==> config.mk <==
export PLATFORM = sky130hd
export DESIGN_NAME = card_clock_divider
export DESIGN_NICKNAME = d
export VERILOG_FILES = /design/src/verilog/card_clock_divider.v /design/src/verilog/command_shifter.v
export VERILOG_INCLUDE_DIRS = /design/src /design/src/verilog
export SDC_FILE = /design/constraint.sdc
export NUM_CORES = 1
export LEC_CHECK = 0
export BUFFER_PORTS_ARGS = -buffer_cell sky130_fd_sc_hd__buf_2
export CORE_UTILIZATION = 60
export DETAILED_ROUTE_END_ITERATION = 7
export PLACE_DENSITY = 0.88
export SKIP_LAST_GASP = 1
export SYNTH_ARGS = -nofsm -noshare
export SYNTH_HDL_FRONTEND = slang
export SYNTH_SLANG_ARGS = --single-unit
==> constraint.sdc <==
create_clock -name clock -period 3.92 [get_ports clock]
set_input_delay 0.196 -clock clock [delete_from_list [all_inputs] [get_ports clock]]
set_output_delay 0.196 -clock clock [all_outputs]
set_load 0.005 [all_outputs]
==> src/verilog/card_clock_regs.vh <==
// Command byte layout, clock codes and reset values for the card clock divider
`ifndef CARD_CLOCK_REGS_VH
`define CARD_CLOCK_REGS_VH

// Command byte fields, most significant bit shifted first
`define CMD_WIDTH 8
`define CMD_ADDR_MSB 7
`define CMD_ADDR_LSB 5
`define CMD_RESET_BIT 4
`define CMD_CLOCK_MSB 3
`define CMD_CLOCK_LSB 2
`define CMD_SUPPLY_MSB 1
`define CMD_SUPPLY_LSB 0
`define CMD_EDGE_BIT 0

// Address that carries the edge rate command instead of a normal command
`define EDGE_RATE_ADDR 3'h6

// Card clock control codes
`define CLOCK_STOP 2'h0
`define CLOCK_DIV1 2'h1
`define CLOCK_DIV2 2'h2
`define CLOCK_DIV4 2'h3

// Divider phase: four input pulses per cycle of the slowest ratio
`define PHASE_LAST 2'h3
`define PHASE_FIRST 2'h0
`define PHASE_STEP 2'h1

// Bit counter of the command shifter
`define BIT_COUNT_LAST 3'h7
`define BIT_COUNT_ZERO 3'h0
`define BIT_COUNT_STEP 3'h1

// Reset values
`define RESET_SUPPLY 2'h0
`define RESET_CARD_RESET 1'h0
`define RESET_FAST_EDGE 1'h0
`define RESET_CHIP_ADDR 3'h0

`endif

==> src/verilog/card_clock_divider.v <==
// Smart card clock divider with serial command port, edge rate and card reset control
//
// What this block does
// - The clock control field is command bits B3:B2 and is only written after the select rising edge that ends a select-low frame.
// - The card clock is the input clock divided by one, two or four as the field selects.
// - The card clock leaves a final flip-flop so ratios two and four keep an even high and low time.
// - A new ratio takes effect within four input clock pulses, and the host waits that long.
// - At ratio one the input duty passes through uncorrected, so it must sit in 46 to 56 percent.
// - Slow or fast edge rate is set by command, independent of the division ratio.
// - Eight bits are shifted in and applied only on the select rising edge after a whole byte.
// - Bits arrive most significant first, so the address bits B7 to B5 lead the byte.
`timescale 1ns/1ps
`include "card_clock_regs.vh"

module card_clock_divider #(
  parameter [2:0] CHIP_ADDR = `RESET_CHIP_ADDR
) (
  // Clock and reset
  input wire clock,
  input wire rst,
  // Host serial port pins
  input wire select_n,
  input wire serial_clock,
  input wire serial_data,
  // External input clock pin
  input wire input_clock,
  // Card side
  output reg card_clock_out,
  output reg card_reset_out,
  output reg slow_edge_select,
  output reg fast_edge_select,
  output reg [1:0] card_supply,
  // Status
  output reg ratio_pending,
  output reg [1:0] active_ratio
);

  localparam PIN_COUNT = 4;
  localparam PIN_SELECT = 0;
  localparam PIN_SCLK = 1;
  localparam PIN_DATA = 2;
  localparam PIN_INCLK = 3;

  ////////////////////////////////////////////////////////////////////////////
  // Pin synchronisers: three stages, change accepted once stages two and three agree
  wire [PIN_COUNT-1:0] pins;
  reg [PIN_COUNT-1:0] pin_filtered;
  reg [PIN_COUNT-1:0] pin_previous;

  assign pins = {input_clock, serial_data, serial_clock, select_n};

  genvar g;
  generate
    for (g = 0; g < PIN_COUNT; g = g + 1) begin : sync
      reg stage1;
      reg stage2;
      reg stage3;
      always @(posedge clock) begin
        if (rst) begin
          stage1 <= (g == PIN_SELECT) ? 1'b1 : 1'b0;
          stage2 <= (g == PIN_SELECT) ? 1'b1 : 1'b0;
          stage3 <= (g == PIN_SELECT) ? 1'b1 : 1'b0;
          pin_filtered[g] <= (g == PIN_SELECT) ? 1'b1 : 1'b0;
          pin_previous[g] <= (g == PIN_SELECT) ? 1'b1 : 1'b0;
        end else begin
          stage1 <= pins[g];
          stage2 <= stage1;
          stage3 <= stage2;
          if (stage2 == stage3) begin
            pin_filtered[g] <= stage3;
          end
          pin_previous[g] <= pin_filtered[g];
        end
      end
    end
  endgenerate

  wire select_fall = pin_previous[PIN_SELECT] & ~pin_filtered[PIN_SELECT];
  wire select_rise = ~pin_previous[PIN_SELECT] & pin_filtered[PIN_SELECT];
  wire select_active = ~pin_filtered[PIN_SELECT];
  wire sclk_rise = ~pin_previous[PIN_SCLK] & pin_filtered[PIN_SCLK];
  wire in_clock = pin_filtered[PIN_INCLK];
  wire in_rise = ~pin_previous[PIN_INCLK] & pin_filtered[PIN_INCLK];

  ////////////////////////////////////////////////////////////////////////////
  // Command capture
  wire [`CMD_WIDTH-1:0] command_byte;
  wire command_valid;

  command_shifter shifter (
    .clock(clock),
    .rst(rst),
    .select_fall(select_fall),
    .select_rise(select_rise),
    .serial_clock_rise(sclk_rise),
    .select_active(select_active),
    .serial_data(pin_filtered[PIN_DATA]),
    .command_byte(command_byte),
    .command_valid(command_valid)
  );

  wire [2:0] cmd_addr = command_byte[`CMD_ADDR_MSB:`CMD_ADDR_LSB];
  wire cmd_normal = command_valid && (cmd_addr == CHIP_ADDR);
  wire cmd_edge = command_valid && (cmd_addr == `EDGE_RATE_ADDR);
  wire [1:0] cmd_clock = command_byte[`CMD_CLOCK_MSB:`CMD_CLOCK_LSB];

  ////////////////////////////////////////////////////////////////////////////
  // Command application
  reg [1:0] pending_ratio;

  always @(posedge clock) begin
    if (rst) begin
      pending_ratio <= `CLOCK_STOP;
      card_reset_out <= `RESET_CARD_RESET;
      card_supply <= `RESET_SUPPLY;
      fast_edge_select <= `RESET_FAST_EDGE;
      slow_edge_select <= ~`RESET_FAST_EDGE;
    end else begin
      if (cmd_normal) begin
        pending_ratio <= cmd_clock;
        card_reset_out <= command_byte[`CMD_RESET_BIT];
        card_supply <= command_byte[`CMD_SUPPLY_MSB:`CMD_SUPPLY_LSB];
      end
      if (cmd_edge) begin
        // Edge rate never touches the divider
        fast_edge_select <= command_byte[`CMD_EDGE_BIT];
        slow_edge_select <= ~command_byte[`CMD_EDGE_BIT];
      end
    end
  end

  ////////////////////////////////////////////////////////////////////////////
  // Divider: ratio changes only at the wrap of a four-pulse phase, or at any input rise while stopped
  reg [1:0] phase;
  reg [1:0] next_phase;
  reg [1:0] next_ratio;
  reg next_card_clock;
  reg wrap;

  always @* begin
    wrap = (phase == `PHASE_LAST) || (active_ratio == `CLOCK_STOP);
    next_phase = phase;
    next_ratio = active_ratio;
    if (in_rise) begin
      // Wrap bounds the switch delay to four input pulses
      next_phase = wrap ? `PHASE_FIRST : phase + `PHASE_STEP;
      next_ratio = wrap ? pending_ratio : active_ratio;
    end
    case (next_ratio)
      `CLOCK_STOP: next_card_clock = 1'b0;
      `CLOCK_DIV1: next_card_clock = in_clock;
      `CLOCK_DIV2: next_card_clock = in_rise ? ~next_phase[0] : card_clock_out;
      `CLOCK_DIV4: next_card_clock = in_rise ? ~next_phase[1] : card_clock_out;
      default: next_card_clock = 1'b0;
    endcase
  end

  always @(posedge clock) begin
    if (rst) begin
      phase <= `PHASE_LAST;
      active_ratio <= `CLOCK_STOP;
      card_clock_out <= 1'b0;
      ratio_pending <= 1'b0;
    end else begin
      phase <= next_phase;
      active_ratio <= next_ratio;
      // Output flop re-times ratios two and four for an even duty; ratio one follows the input duty
      card_clock_out <= next_card_clock;
      ratio_pending <= (pending_ratio != next_ratio);
    end
  end

endmodule // card_clock_divider

==> src/verilog/command_shifter.v <==
// Serial command shifter: gathers eight bits and presents them at chip select release
`timescale 1ns/1ps
`include "card_clock_regs.vh"

module command_shifter (
  // Clock and reset
  input wire clock,
  input wire rst,
  // Filtered serial events
  input wire select_fall,
  input wire select_rise,
  input wire serial_clock_rise,
  input wire select_active,
  input wire serial_data,
  // Latched command
  output reg [`CMD_WIDTH-1:0] command_byte,
  output reg command_valid
);

  reg [`CMD_WIDTH-1:0] shift;
  reg [2:0] bit_count;
  reg byte_complete;

  ////////////////////////////////////////////////////////////////////////////
  always @(posedge clock) begin
    if (rst) begin
      shift <= {`CMD_WIDTH{1'b0}};
      bit_count <= `BIT_COUNT_ZERO;
      byte_complete <= 1'b0;
      command_byte <= {`CMD_WIDTH{1'b0}};
      command_valid <= 1'b0;
    end else begin
      command_valid <= 1'b0;
      if (select_fall) begin
        // Frame start clears the shift path
        shift <= {`CMD_WIDTH{1'b0}};
        bit_count <= `BIT_COUNT_ZERO;
        byte_complete <= 1'b0;
      end else if (select_active && serial_clock_rise) begin
        shift <= {shift[`CMD_WIDTH-2:0], serial_data};
        bit_count <= bit_count + `BIT_COUNT_STEP;
        if (bit_count == `BIT_COUNT_LAST) begin
          // Last whole byte of the frame is the one applied
          command_byte <= {shift[`CMD_WIDTH-2:0], serial_data};
          byte_complete <= 1'b1;
        end
      end else if (select_rise) begin
        // Partial byte is dropped: nothing is applied without eight bits
        command_valid <= byte_complete;
        byte_complete <= 1'b0;
      end
    end
  end

endmodule // command_shifter
==> results of run 1 <==
## final timing paths
path                                  end       startpoint
hold / removal             sync[1].stage1     serial_clock
setup reg to reg  shifter.command_byte[2]  pin_filtered[1]
setup / recovery  shifter.command_byte[2]  pin_filtered[1]
hold reg to reg            sync[0].stage2   sync[0].stage1
## routing by layer
metal  share of wire  up-vias
met4           0.021        0
li1                -      645
met5               0        -
met3           0.037        7
met2            0.49       28
met1            0.45      603
## logic make-up (layout without fill, tap and decap cells)
kind of cell               after synthesis  count (layout)
and+or+nand+nor                         67              67
buffers and inverters                    8              25
xor gates and xnor gates                 3               3
DFF                                     52              52
muxes                                   20              20
AOI/OAI and AO/OA                       28              28
adders and majority gates                3               3
## critical path: cells and delay by family, from the launching register on
| kind | cells | cell delay (ps) |
|---|---|---|
| mux | 1 | 220 |
| flops | 1 | 390 |
| simple gates | 4 | 1400 |
## synth_stat cells
cell type / count
ha_1: 3
nand2_2: 1
nor4_1: 1
o211ai_1: 1
o21a_1: 1
buf_2: 1
dfxtp_1: 52
nor3b_2: 1
or2_2: 4
a32oi_1: 1
nand2b_1: 4
a21oi_1: 10
nor2b_1: 11
nand2_1: 9
o21bai_1: 1
o41ai_1: 1
buf_4: 1
nor4b_1: 1
a32oi_2: 1
nor2_1: 29
and2b_2: 1
nor4b_4: 1
inv_1: 2
xnor2_1: 3
a211o_1: 2
o21ai_0: 7
nand3_1: 1
nor3_1: 1
a211oi_1: 1
o22ai_1: 1
nor2_8: 1
mux2i_1: 20
a21o_1: 1
clkbuf_1: 4
nand4b_1: 1
## cell type report
type / instances / area share
Clock buffer: 6 / 0.0250
Clock inverter: 2 / 0.00488
Inverter: 2 / 0.00366
Multi-Input combinational cell: 121 / 0.395
Sequential cell: 52 / 0.507
Tap cell: 42 / 0.0256
Timing Repair Buffer: 15 / 0.0390
## power groups by stage
stage	logic [mW]	clock network (mW)	registers (mW)
after floorplan	0.0112	0	0.547
after global placement	0.0143	0	0.547
after detailed placement	0.0150	0	0.548
after CTS	0.0158	0.245	0.536
after global routing	0.0179	0.269	0.537
final	0.0156	0.242	0.536
## what timing repair did
| action | 4_1_cts | 5_1_grt |
|---|---|---|
| setup endpoints to repair | 0 | 0 |
| hold buffers | 1 | 0 |
| endpoints found under the hold margin | 1 | 0 |
## sequential cells by signal, summed over array words and instances, names as in the netlist
register,cells
fast_edge_select,1
shifter.command_valid,1
card_supply,2
slow_edge_select,1
shifter.byte_complete,1
shifter.shift,7
in_clock,1
shifter.bit_count,3
card_reset_out,1
ratio_pending,1
active_ratio,2
sync.stage3,4
sync.stage1,4
sync.stage2,4
pin_filtered,3
card_clock_out,1
shifter.command_byte,8
pin_previous,3
phase,2
pending_ratio,2
==> summary.md, run 1 <==
| Metric | Value |
|---|---|
| Status | finished, final reports clean |
| Antenna violations before repair | 0 |
| Number of buffers created by CTS | 5 |
| Antenna violation net count after detailed routing | 0 |
| CP max FO | 11 |
| Layout Cells excl Fill | 240 |
| Slew margin rel. | 0.309 |
| Detailed router's first-iteration violation count | 63 |
| Final HPWL from detailed placement | 2290 µm |
| Overall routed net length | 3190 µm |
| Max Fclk | 472 MHz |
| Reported leakage power | 0.777 nW |
| Seq/Total Area, Yosys | 0.552 |
| Final Wtd Congestion | 0.824 |
| Number of iterations in the first detailed-routing pass | 4 |
| Kind of critical path | flip-flop to flip-flop |
| Buffer count from post-CTS setup fixing | 0 |
| Post-synth design cell area | 1890 µm² |
| Max H-tree Level | 2 |
| Clock latency of the later-clocked register in the worst-skew pair | 370 ps |
| Sink Count | 52 |
| Met3 routing resource usage after global routing | 0.0603 |
| Transition at the pin with the smallest max-transition slack | 1030 ps |
| Most Crowded Layer GR | met2 |
| M2 GR Usage | 0.360 |
| Time the final worst path needs with I/O delays and setup | 2120 ps |
| Slowest-stage cell, CP | nor3b_2 |
| Final Power | 0.793 mW |
| Largest area contributor in the synthesized netlist | dfxtp_1 |
| Net count after synthesis | 190 |
| Commonest non-fill, non-tap cell in the layout | dfxtp_1 |
| Full die area | 3370 µm² |
| Floorplan row count | 19 |
| Largest family of logic cells by synthesized area | simple AND/OR/NAND/NOR gates |
| Deepest clock path buffer count | 2 |
| Port bufs | 14 |
| Setup repair after global routing missed its margin | false |
| R2R cell count | 5 |
| Min-Delay Path Class | input port to flip-flop |
| Core ar. | 2880 µm² |
| Die Y-Extent | 58.1 µm |
| Post-synth top area share | 0.552 |
| Flop-to-flop setup slack | 1800 ps |
| CTS tree | built |
| Global router's overall resource usage | 0.220 |
| Switching power as a share of total power | 0.211 |
| Yosys warning total | 0 |
| Worst slack at placement | 1800 ps |
| Portion of netlist area occupied by mux cells | 0.106 |
| Overflow left after global routing | 0 |
| PD cells | 386 nW/µm² |
| Skew final | 15.4 ps |
| Area fraction in compound gates after synthesis | 0.0955 |
| Largest stage delay on the critical path | 850 ps |
| Final worst path period share | 0.540 |
| Area used by multi-input combinational logic | 811 µm² |
| Remaining DRCs | 0 |
| Via count | 1283 |
| Synthesized-area fraction occupied by adder cells | 0.0199 |
| Worst ir drop on vdd | 0.000277 V |
| Clock slew seen by the registers of the worst setup and hold paths | 140 ps |
| Number of global-route vias before repair | 1265 |
| Number of distinct standard cells referenced by the synthesized netlist | 35 |
| I/O pins | 15 |
| Placed inst area | 1980 µm² |
| Top area cells in the synthesized netlist | dfxtp_1, mux2i_1, nor2_1 |
| Placed insts | 231 |
| Final core utilization | 0.714 |
| Worst hold path depth | 2 |
| Post-Synthesis Cells | 181 |
| Internal power contribution | 0.625 mW |
| First-pass GRT wire length | 5480 µm |
| Final number of max-transition violations | 0 |
| Layout area overhead | 8.82% |
| Die outline width | 58.1 µm |
| PnR worst setup slack | 1800 ps |
| Share of synthesized cell area in and, or, nand and nor gates | 0.194 |
| Met1 Resource Use GR | 0.259 |
| Final cell area excluding filler cells | 2050 µm² |
| Sequential fraction of design power | 0.676 |
| NetSw | 0.168 mW |
| Largest net degree at the start of global routing | 43 |
| Post-Synth XOR/XNOR Area | 0.0139 |
| Worst hold margin | 22.0 ps |
| DR WL/cell | 13.3 µm |
| Ordered list of cells on the worst path | nor3b_2 > nand2_2 > nor2_8 > mux2i_1 > nor2_1 |
| Number of cells upsized or downsized after cts | 0 |
| Fraction of layout instances using a drive strength above 1 | 0.162 |
| Register bit count reported by yosys | 52 |
| Clock root buffer | clkbuf_4 |
| Endpoint kind of the worst setup timing path | flip-flop |
| Total Neg Setup Slack | 0 ps |
| Count of final setup violators | 0 |
| Layout filler cell count | 202 |
| Portion of total power attributed to the clock network | 0.305 |
| Most used cells in the layout excluding fill and tap cells | dfxtp_1, nor2_1, mux2i_1 |
| Via density per instance | 5.35 |
| Number of diodes added for antenna fixing | 0 |
| Hold Vio Cnt, Final | 0 |
| Proportion of power drawn by combinational gates | 0.020 |
| Startpoint class of the critical path | flip-flop |
| Final nets | 206 |
| Arr. time, crit path | 2360 ps |
| MaxCap Viol Count | 0 |
| Data required time of the critical path | 4160 ps |
| Register Area | 1040 µm² |
| Syn avg cell area | 10.4 µm² |
| Effective utilization at floorplan | 0.656 |
Power figures use the tool's default switching activity.
==> inputs of run 2 (changes only) <==
Settings changed: CORE_UTILIZATION 60 to 52, PLACE_DENSITY 0.88 to 0.81.
Clock period 3.92 ns to 1.9 ns, I/O delays scaled along.
==> summary.md, run 2 (synthesized netlist as in run 1, its figures left out) <==
| Metric | Value |
|---|---|
| Max Fclk | 671 MHz (was 472 MHz) |
| Setup repair after global routing missed its margin | false (unchanged) |
| Arr. time, crit path | 1730 ps (was 2360 ps) |
| Remaining DRCs | 0 (unchanged) |
| Die Y-Extent | 62.2 µm (was 58.1 µm) |
| Final HPWL from detailed placement | 2120 µm (was 2290 µm) |
| Final number of max-transition violations | 0 (unchanged) |
| Deepest clock path buffer count | 2 (unchanged) |
| Full die area | 3870 µm² (was 3370 µm²) |
| Status | finished, final reports clean (unchanged) |
| Number of global-route vias before repair | 1156 (was 1265) |
| Global router's overall resource usage | 0.173 (was 0.220) |
| Final worst path period share | 0.784 (was 0.540) |
| Layout area overhead | 11.3% (was 8.82%) |
| Total Neg Setup Slack | 0 ps (unchanged) |
| DR WL/cell | 12.1 µm (was 13.3 µm) |
| Via density per instance | 5.04 (was 5.35) |
| Worst ir drop on vdd | 0.000530 V (was 0.000277 V) |
| Transition at the pin with the smallest max-transition slack | 596 ps (was 1030 ps) |
| Sink Count | 52 (unchanged) |
| Clock root buffer | clkbuf_4 (unchanged) |
| Number of iterations in the first detailed-routing pass | 4 (unchanged) |
| Effective utilization at floorplan | 0.552 (was 0.656) |
| Largest register by flop count | shifter.command_byte (unchanged) |
| Clock latency of the later-clocked register in the worst-skew pair | 350 ps (was 370 ps) |
| Overall routed net length | 3020 µm (was 3190 µm) |
| Largest stage delay on the critical path | 360 ps (was 850 ps) |
| Skew final | 3.93 ps (was 15.4 ps) |
| Largest net degree at the start of global routing | 26 (was 43) |
| Die outline width | 62.2 µm (was 58.1 µm) |
| CTS tree | built (unchanged) |
| Startpoint class of the critical path | flip-flop (unchanged) |
| Overflow left after global routing | 0 (unchanged) |
| Ordered list of cells on the worst path | ha_1 > nand2b_1 > nor3_1 > nor2_1 > o211ai_1 > o22ai_1 (was nor3b_2 > nand2_2 > nor2_8 > mux2i_1 > nor2_1) |
| Hold bufs inserted after CTS | 4 (was 1) |
| Floorplan row count | 21 (was 19) |
| Number of flip-flops under the largest register name | 8 (unchanged) |
| Buffer count from post-CTS setup fixing | 0 (unchanged) |
| First-pass GRT wire length | 5240 µm (was 5480 µm) |
| Antenna violation net count after detailed routing | 0 (unchanged) |
| Detailed router's first-iteration violation count | 45 (was 63) |
| Number of diodes added for antenna fixing | 0 (unchanged) |
| Via count | 1256 (was 1283) |
| Core ar. | 3420 µm² (was 2880 µm²) |
| Kind of critical path | flip-flop to flip-flop (unchanged) |
| Startpoint of the worst register-to-register path | phase[0] (was pin_filtered[1]) |
| Worst hold margin | 136 ps (was 22.0 ps) |
| Slowest-stage cell, CP | dfxtp_1 (was nor3b_2) |
| Hold Vio Cnt, Final | 0 (unchanged) |
| Data required time of the critical path | 2140 ps (was 4160 ps) |
| Final Wtd Congestion | 0.845 (was 0.824) |
| Final nets | 211 (was 206) |
| Min-Delay Path Class | input port to flip-flop (unchanged) |
| MaxCap Viol Count | 0 (unchanged) |
| Number of buffers created by CTS | 5 (unchanged) |
| Commonest non-fill, non-tap cell in the layout | dfxtp_1 (unchanged) |
| Number of cells upsized or downsized after cts | 0 (unchanged) |
| Reported leakage power | 0.795 nW (was 0.777 nW) |
| PD cells | 776 nW/µm² (was 386 nW/µm²) |
| Max H-tree Level | 2 (unchanged) |
| Time the final worst path needs with I/O delays and setup | 1490 ps (was 2120 ps) |
| Port bufs | 14 (unchanged) |
| Worst Hold Launch | rst (was serial_clock) |
| Clock slew seen by the registers of the worst setup and hold paths | 130 ps (was 140 ps) |
| Most used cells in the layout excluding fill and tap cells | dfxtp_1, nor2_1, mux2i_1 (unchanged) |
| Layout filler cell count | 284 (was 202) |
| Fraction of layout instances using a drive strength above 1 | 0.158 (was 0.162) |
| Count of final setup violators | 0 (unchanged) |
| Largest registers | shifter.command_byte: 8 flops, shifter.shift: 7 flops (unchanged) |
| CP max FO | 6 (was 11) |
| Launching element of the worst setup path | phase[0] (was pin_filtered[1]) |
| Endpoint kind of the worst setup timing path | flip-flop (unchanged) |
| Antenna violations before repair | 0 (unchanged) |
| I/O pins | 15 (unchanged) |
| Slew margin rel. | 0.601 (was 0.309) |
## run 2: changes by cell type in the layout (fill, tap and decap cells not counted), sizes merged
| cell | previous run | this run |
|---|---|---|
| clkinv | 2 | 0 |
| clkbuf | 6 | 8 |
| buf | 14 | 16 |
| dlygate4sd3 | 1 | 4 |
## run 2: critical path: cells and delay by family, from the launching register on
kind            cells  cell delay [ps]
simple gates        3              480
fa+ha+maj           1              260
compound gates      2              260
flops               1              360
## run 2: layer usage
| layer | up-vias | GRT usage | routed length (µm) |
|---|---|---|---|
| met4 | 0 | 0.0727 | 51 |
| met1 | 569 | 0.221 | 1490 |
| met5 | - | 0 | 0 |
| li1 | 656 | - | - |
| met3 | 7 | 0.0496 | 102 |
| met2 | 24 | 0.273 | 1370 |
## run 2: power by group
part | leakage, nW | internal, mW | switching, mW
Clock | 0.0326 | 0.183 | 0.303
Combinational | 0.341 | 0.0181 | 0.0212
Sequential | 0.421 | 1.10 | 0.00424
## run 2: per-stage QoR
step,std cells,total power [mW],instance area (µm²),util,setup slack [ps]
after global placement,237,1.16,2000,0.586,542
after detailed placement,237,1.16,2000,0.586,458
after global routing,249,1.70,2100,0.615,317
after CTS,249,1.65,2100,0.615,440
final,249,1.63,2100,0.615,410
after floorplan,181,1.15,1890,-,582
## run 2: area by class of cell
class	instances	area, µm²	area share
Clock buffer	8	58.8	0.0280
Sequential cell	52	1040	0.496
Tap cell	46	57.6	0.0274
Multi-Input combinational cell	121	811	0.386
Timing Repair Buffer	20	125	0.0596
Inverter	2	7.51	0.00357
## run 2: path summary, 6_finish.rpt
path	end	slack [ps]	cells past startpoint
max	card_clock_out	410	6
min	fast_edge_select	140	2
max reg2reg	card_clock_out	410	6
min reg2reg	sync[0].stage2	430	1
==> inputs of run 3 (changes only) <==
Settings changed: ABC_AREA set to 1.
Clock period 1.9 ns to 1.2 ns, I/O delays scaled along.
==> summary.md, run 3 <==
| Metric | Value |
|---|---|
| Commonest non-fill, non-tap cell in the layout | nor2_1 (was dfxtp_1) |
| Overall routed net length | 3630 µm (was 3020 µm) |
| Clock root buffer | clkbuf_4 (unchanged) |
| Library cell with the highest instance count after synthesis | nor2_1 (was dfxtp_1) |
| Violated checks | setup timing |
| Syn avg cell area | 8.37 µm² (was 10.4 µm²) |
| Final Wtd Congestion | 0.885 (was 0.845) |
| Cell mode on critical path | nand2_2 |
| Status | finished with violations (was finished, final reports clean) |
| Final HPWL from detailed placement | 2290 µm (was 2120 µm) |
| Core ar. | 3420 µm² (unchanged) |
| Number of global-route vias before repair | 1473 (was 1156) |
| Family with the most delay on the worst path | simple AND/OR/NAND/NOR gates (unchanged) |
| Die Y-Extent | 62.6 µm (was 62.2 µm) |
| Post-synth design cell area | 1910 µm² (was 1890 µm²) |
| Antenna violations before repair | 0 (unchanged) |
| Max Fclk | 783 MHz (was 671 MHz) |
| Largest register by flop count | shifter.command_byte (unchanged) |
| Data required time of the critical path | 1520 ps (was 2140 ps) |
| CTS tree | built (unchanged) |
| Number of buffers created by CTS | 5 (unchanged) |
| Most used cells in the layout excluding fill and tap cells | nor2_1, dfxtp_1, inv_1 (was dfxtp_1, nor2_1, mux2i_1) |
| CP max FO | 4 (was 6) |
| Top area cells in the synthesized netlist | dfxtp_1, nor2_1, inv_1 (was dfxtp_1, mux2i_1, nor2_1) |
| Worst ir drop on vdd | 0.000867 V (was 0.000530 V) |
| Number of buffers and inverters on the critical path | 2 (was 0) |
| Floorplan row count | 21 (unchanged) |
| Final nets | 277 (was 211) |
| Layout area overhead | 25.6% (was 11.3%) |
| Clock slew seen by the registers of the worst setup and hold paths | 130 ps (about the same) |
| DR WL/cell | 11.5 µm (was 12.1 µm) |
| Antenna violation net count after detailed routing | 0 (unchanged) |
| Largest stage delay on the critical path | 360 ps (about the same) |
| I/O pins | 15 (unchanged) |
| Number of distinct standard cells referenced by the synthesized netlist | 25 (was 35) |
| Number of diodes added for antenna fixing | 0 (unchanged) |
| Layout Cells excl Fill | 315 (was 249) |
| Final Power | 2.65 mW (was 1.63 mW) |
| Fraction of layout instances using a drive strength above 1 | 0.309 (was 0.158) |
| Number of flip-flops under the largest register name | 8 (unchanged) |
| Hold Vio Cnt, Final | 0 (unchanged) |
| Remaining DRCs | 0 (unchanged) |
| First-pass GRT wire length | 5950 µm (was 5240 µm) |
| Deepest clock path buffer count | 2 (unchanged) |
| Skew final | 5.18 ps (was 3.93 ps) |
| Layout filler cell count | 267 (was 284) |
| Post-synth top area share | 0.546 (was 0.552) |
| Time the final worst path needs with I/O delays and setup | 1280 ps (was 1490 ps) |
| Clock latency of the later-clocked register in the worst-skew pair | 370 ps (was 350 ps) |
| Max H-tree Level | 2 (unchanged) |
| Yosys warning total | 0 (unchanged) |
| Transition at the pin with the smallest max-transition slack | 297 ps (was 596 ps) |
| Reported leakage power | 1.03 nW (was 0.795 nW) |
| Full die area | 3920 µm² (was 3870 µm²) |
| Startpoint class of the critical path | flip-flop (unchanged) |
| Via density per instance | 4.83 (was 5.04) |
| Global router's overall resource usage | 0.198 (was 0.173) |
| Final number of max-transition violations | 0 (unchanged) |
| Total Neg Setup Slack | -421 ps (was 0 ps) |
| Seq/Total Area, Yosys | 0.546 (was 0.552) |
| Via count | 1520 (was 1256) |
| Kind of critical path | flip-flop to flip-flop (unchanged) |
| Slew margin rel. | 0.801 (was 0.601) |
| Number of iterations in the first detailed-routing pass | 4 (unchanged) |
| Final worst path period share | 1.06 (was 0.784) |
| Setup repair after global routing missed its margin | true (was false) |
| PD cells | 1110 nW/µm² (was 776 nW/µm²) |
| Count of final setup violators | 15 (was 0) |
| Port bufs | 14 (unchanged) |
| Effective utilization at floorplan | 0.559 (was 0.552) |
| Final core utilization | 0.701 (was 0.615) |
| Number of enable-type register cells in the synthesized netlist | 0 (unchanged) |
| Arr. time, crit path | 1600 ps (was 1730 ps) |
| Share of async-settable or async-resettable flops after synthesis | 0 (unchanged) |
| PnR worst setup slack | -76.6 ps (was 410 ps) |
| Net count after synthesis | 237 (was 190) |
| Largest registers | shifter.command_byte: 8 flops, shifter.shift: 7 flops (unchanged) |
| Largest area contributor in the synthesized netlist | dfxtp_1 (unchanged) |
| Slowest-stage cell, CP | dfxtp_2 (was dfxtp_1) |
| Dominant register cell in the synthesized netlist | dfxtp_1 (unchanged) |
| Sink Count | 52 (unchanged) |
| Ordered list of cells on the worst path | ha_4 > inv_2 > o21ai_4 > nand2_4 > nand2_2 > nand2_2 > inv_1 > nand3_1 > nand2_1 > a21oi_2 (was ha_1 > nand2b_1 > nor3_1 > nor2_1 > o211ai_1 > o22ai_1) |
| Register bit count reported by yosys | 52 (unchanged) |
| Min-Delay Path Class | input port to flip-flop (unchanged) |
| MaxCap Viol Count | 0 (unchanged) |
| Commonest cells in the synthesized netlist | nor2_1, dfxtp_1, inv_1 (was dfxtp_1, nor2_1, mux2i_1) |
| Detailed router's first-iteration violation count | 105 (was 45) |
| Post-Synthesis Cells | 228 (was 181) |
| Overflow left after global routing | 0 (unchanged) |
| Largest net degree at the start of global routing | 20 (was 26) |
| Die outline width | 62.6 µm (was 62.2 µm) |
| Endpoint kind of the worst setup timing path | flip-flop (unchanged) |
| Placed insts | 293 (was 237) |
## run 3: timing repair
item | CTS | global route
pin swaps | 8 | 12
endpoints found under the hold margin | 8 | 0
endpoints found under the setup margin | 11 | 22
resized for setup | 18 | 17
gates cloned | 0 | 0
hold buffers | 5 | 0
setup buffers | 5 | 5
## run 3: per-stage QoR
stage	area (µm²)	setup WS (ps)	hold WS, ps
floorplan	1910	2.59	164
global placement	2090	-79.2	243
detailed placement	2090	-99.7	250
CTS	2310	-79.6	384
global route	2400	-149	417
finish	2400	-76.6	404
## run 3: logic make-up after synthesis
family                   share of synthesized area
AO/OA/AOI/OAI                                0.135
XOR/XNOR                                   0.00918
adder cells (fa/ha/maj)                     0.0197
buffers and inverters                       0.0721
flip-flops                                   0.546
AND/OR/NAND/NOR                              0.218
## run 3: worst paths after layout
check	startpoint	endpoint	slack, ps	depth (start not counted)
hold reg to reg	sync[3].stage1	sync[3].stage2	410	2
hold / removal	select_n	sync[0].stage1	400	3
setup / recovery	phase[0]	card_clock_out	-80	10
setup reg to reg	phase[0]	card_clock_out	-80	10
## run 3: cell type report
| class | instances | area [µm²] | area share |
|---|---|---|---|
| timing repair buffer | 38 | 279 | 0.116 |
| inverter | 31 | 123 | 0.0512 |
| tap | 46 | 57.6 | 0.0240 |
| sequential | 52 | 1050 | 0.438 |
| clock buffer | 8 | 58.8 | 0.0245 |
| multi-input combinational | 140 | 828 | 0.346 |
## run 3: tightest hold or removal path, cell delays in order
cell and delay, ps:
dlygate4sd3_1 520, buf_2 90, or2_2 80
## run 3: power breakdown
part	switching (mW)	internal, mW
sequential	0.00788	1.74
clock	0.516	0.290
combinational	0.0503	0.0442
## run 3: per-layer routing
layer / share of wire / global-route usage
met1: 0.45 / 0.214
met4: 0.036 / 0.154
met3: 0.030 / 0.0511
met5: 0 / 0
met2: 0.48 / 0.330
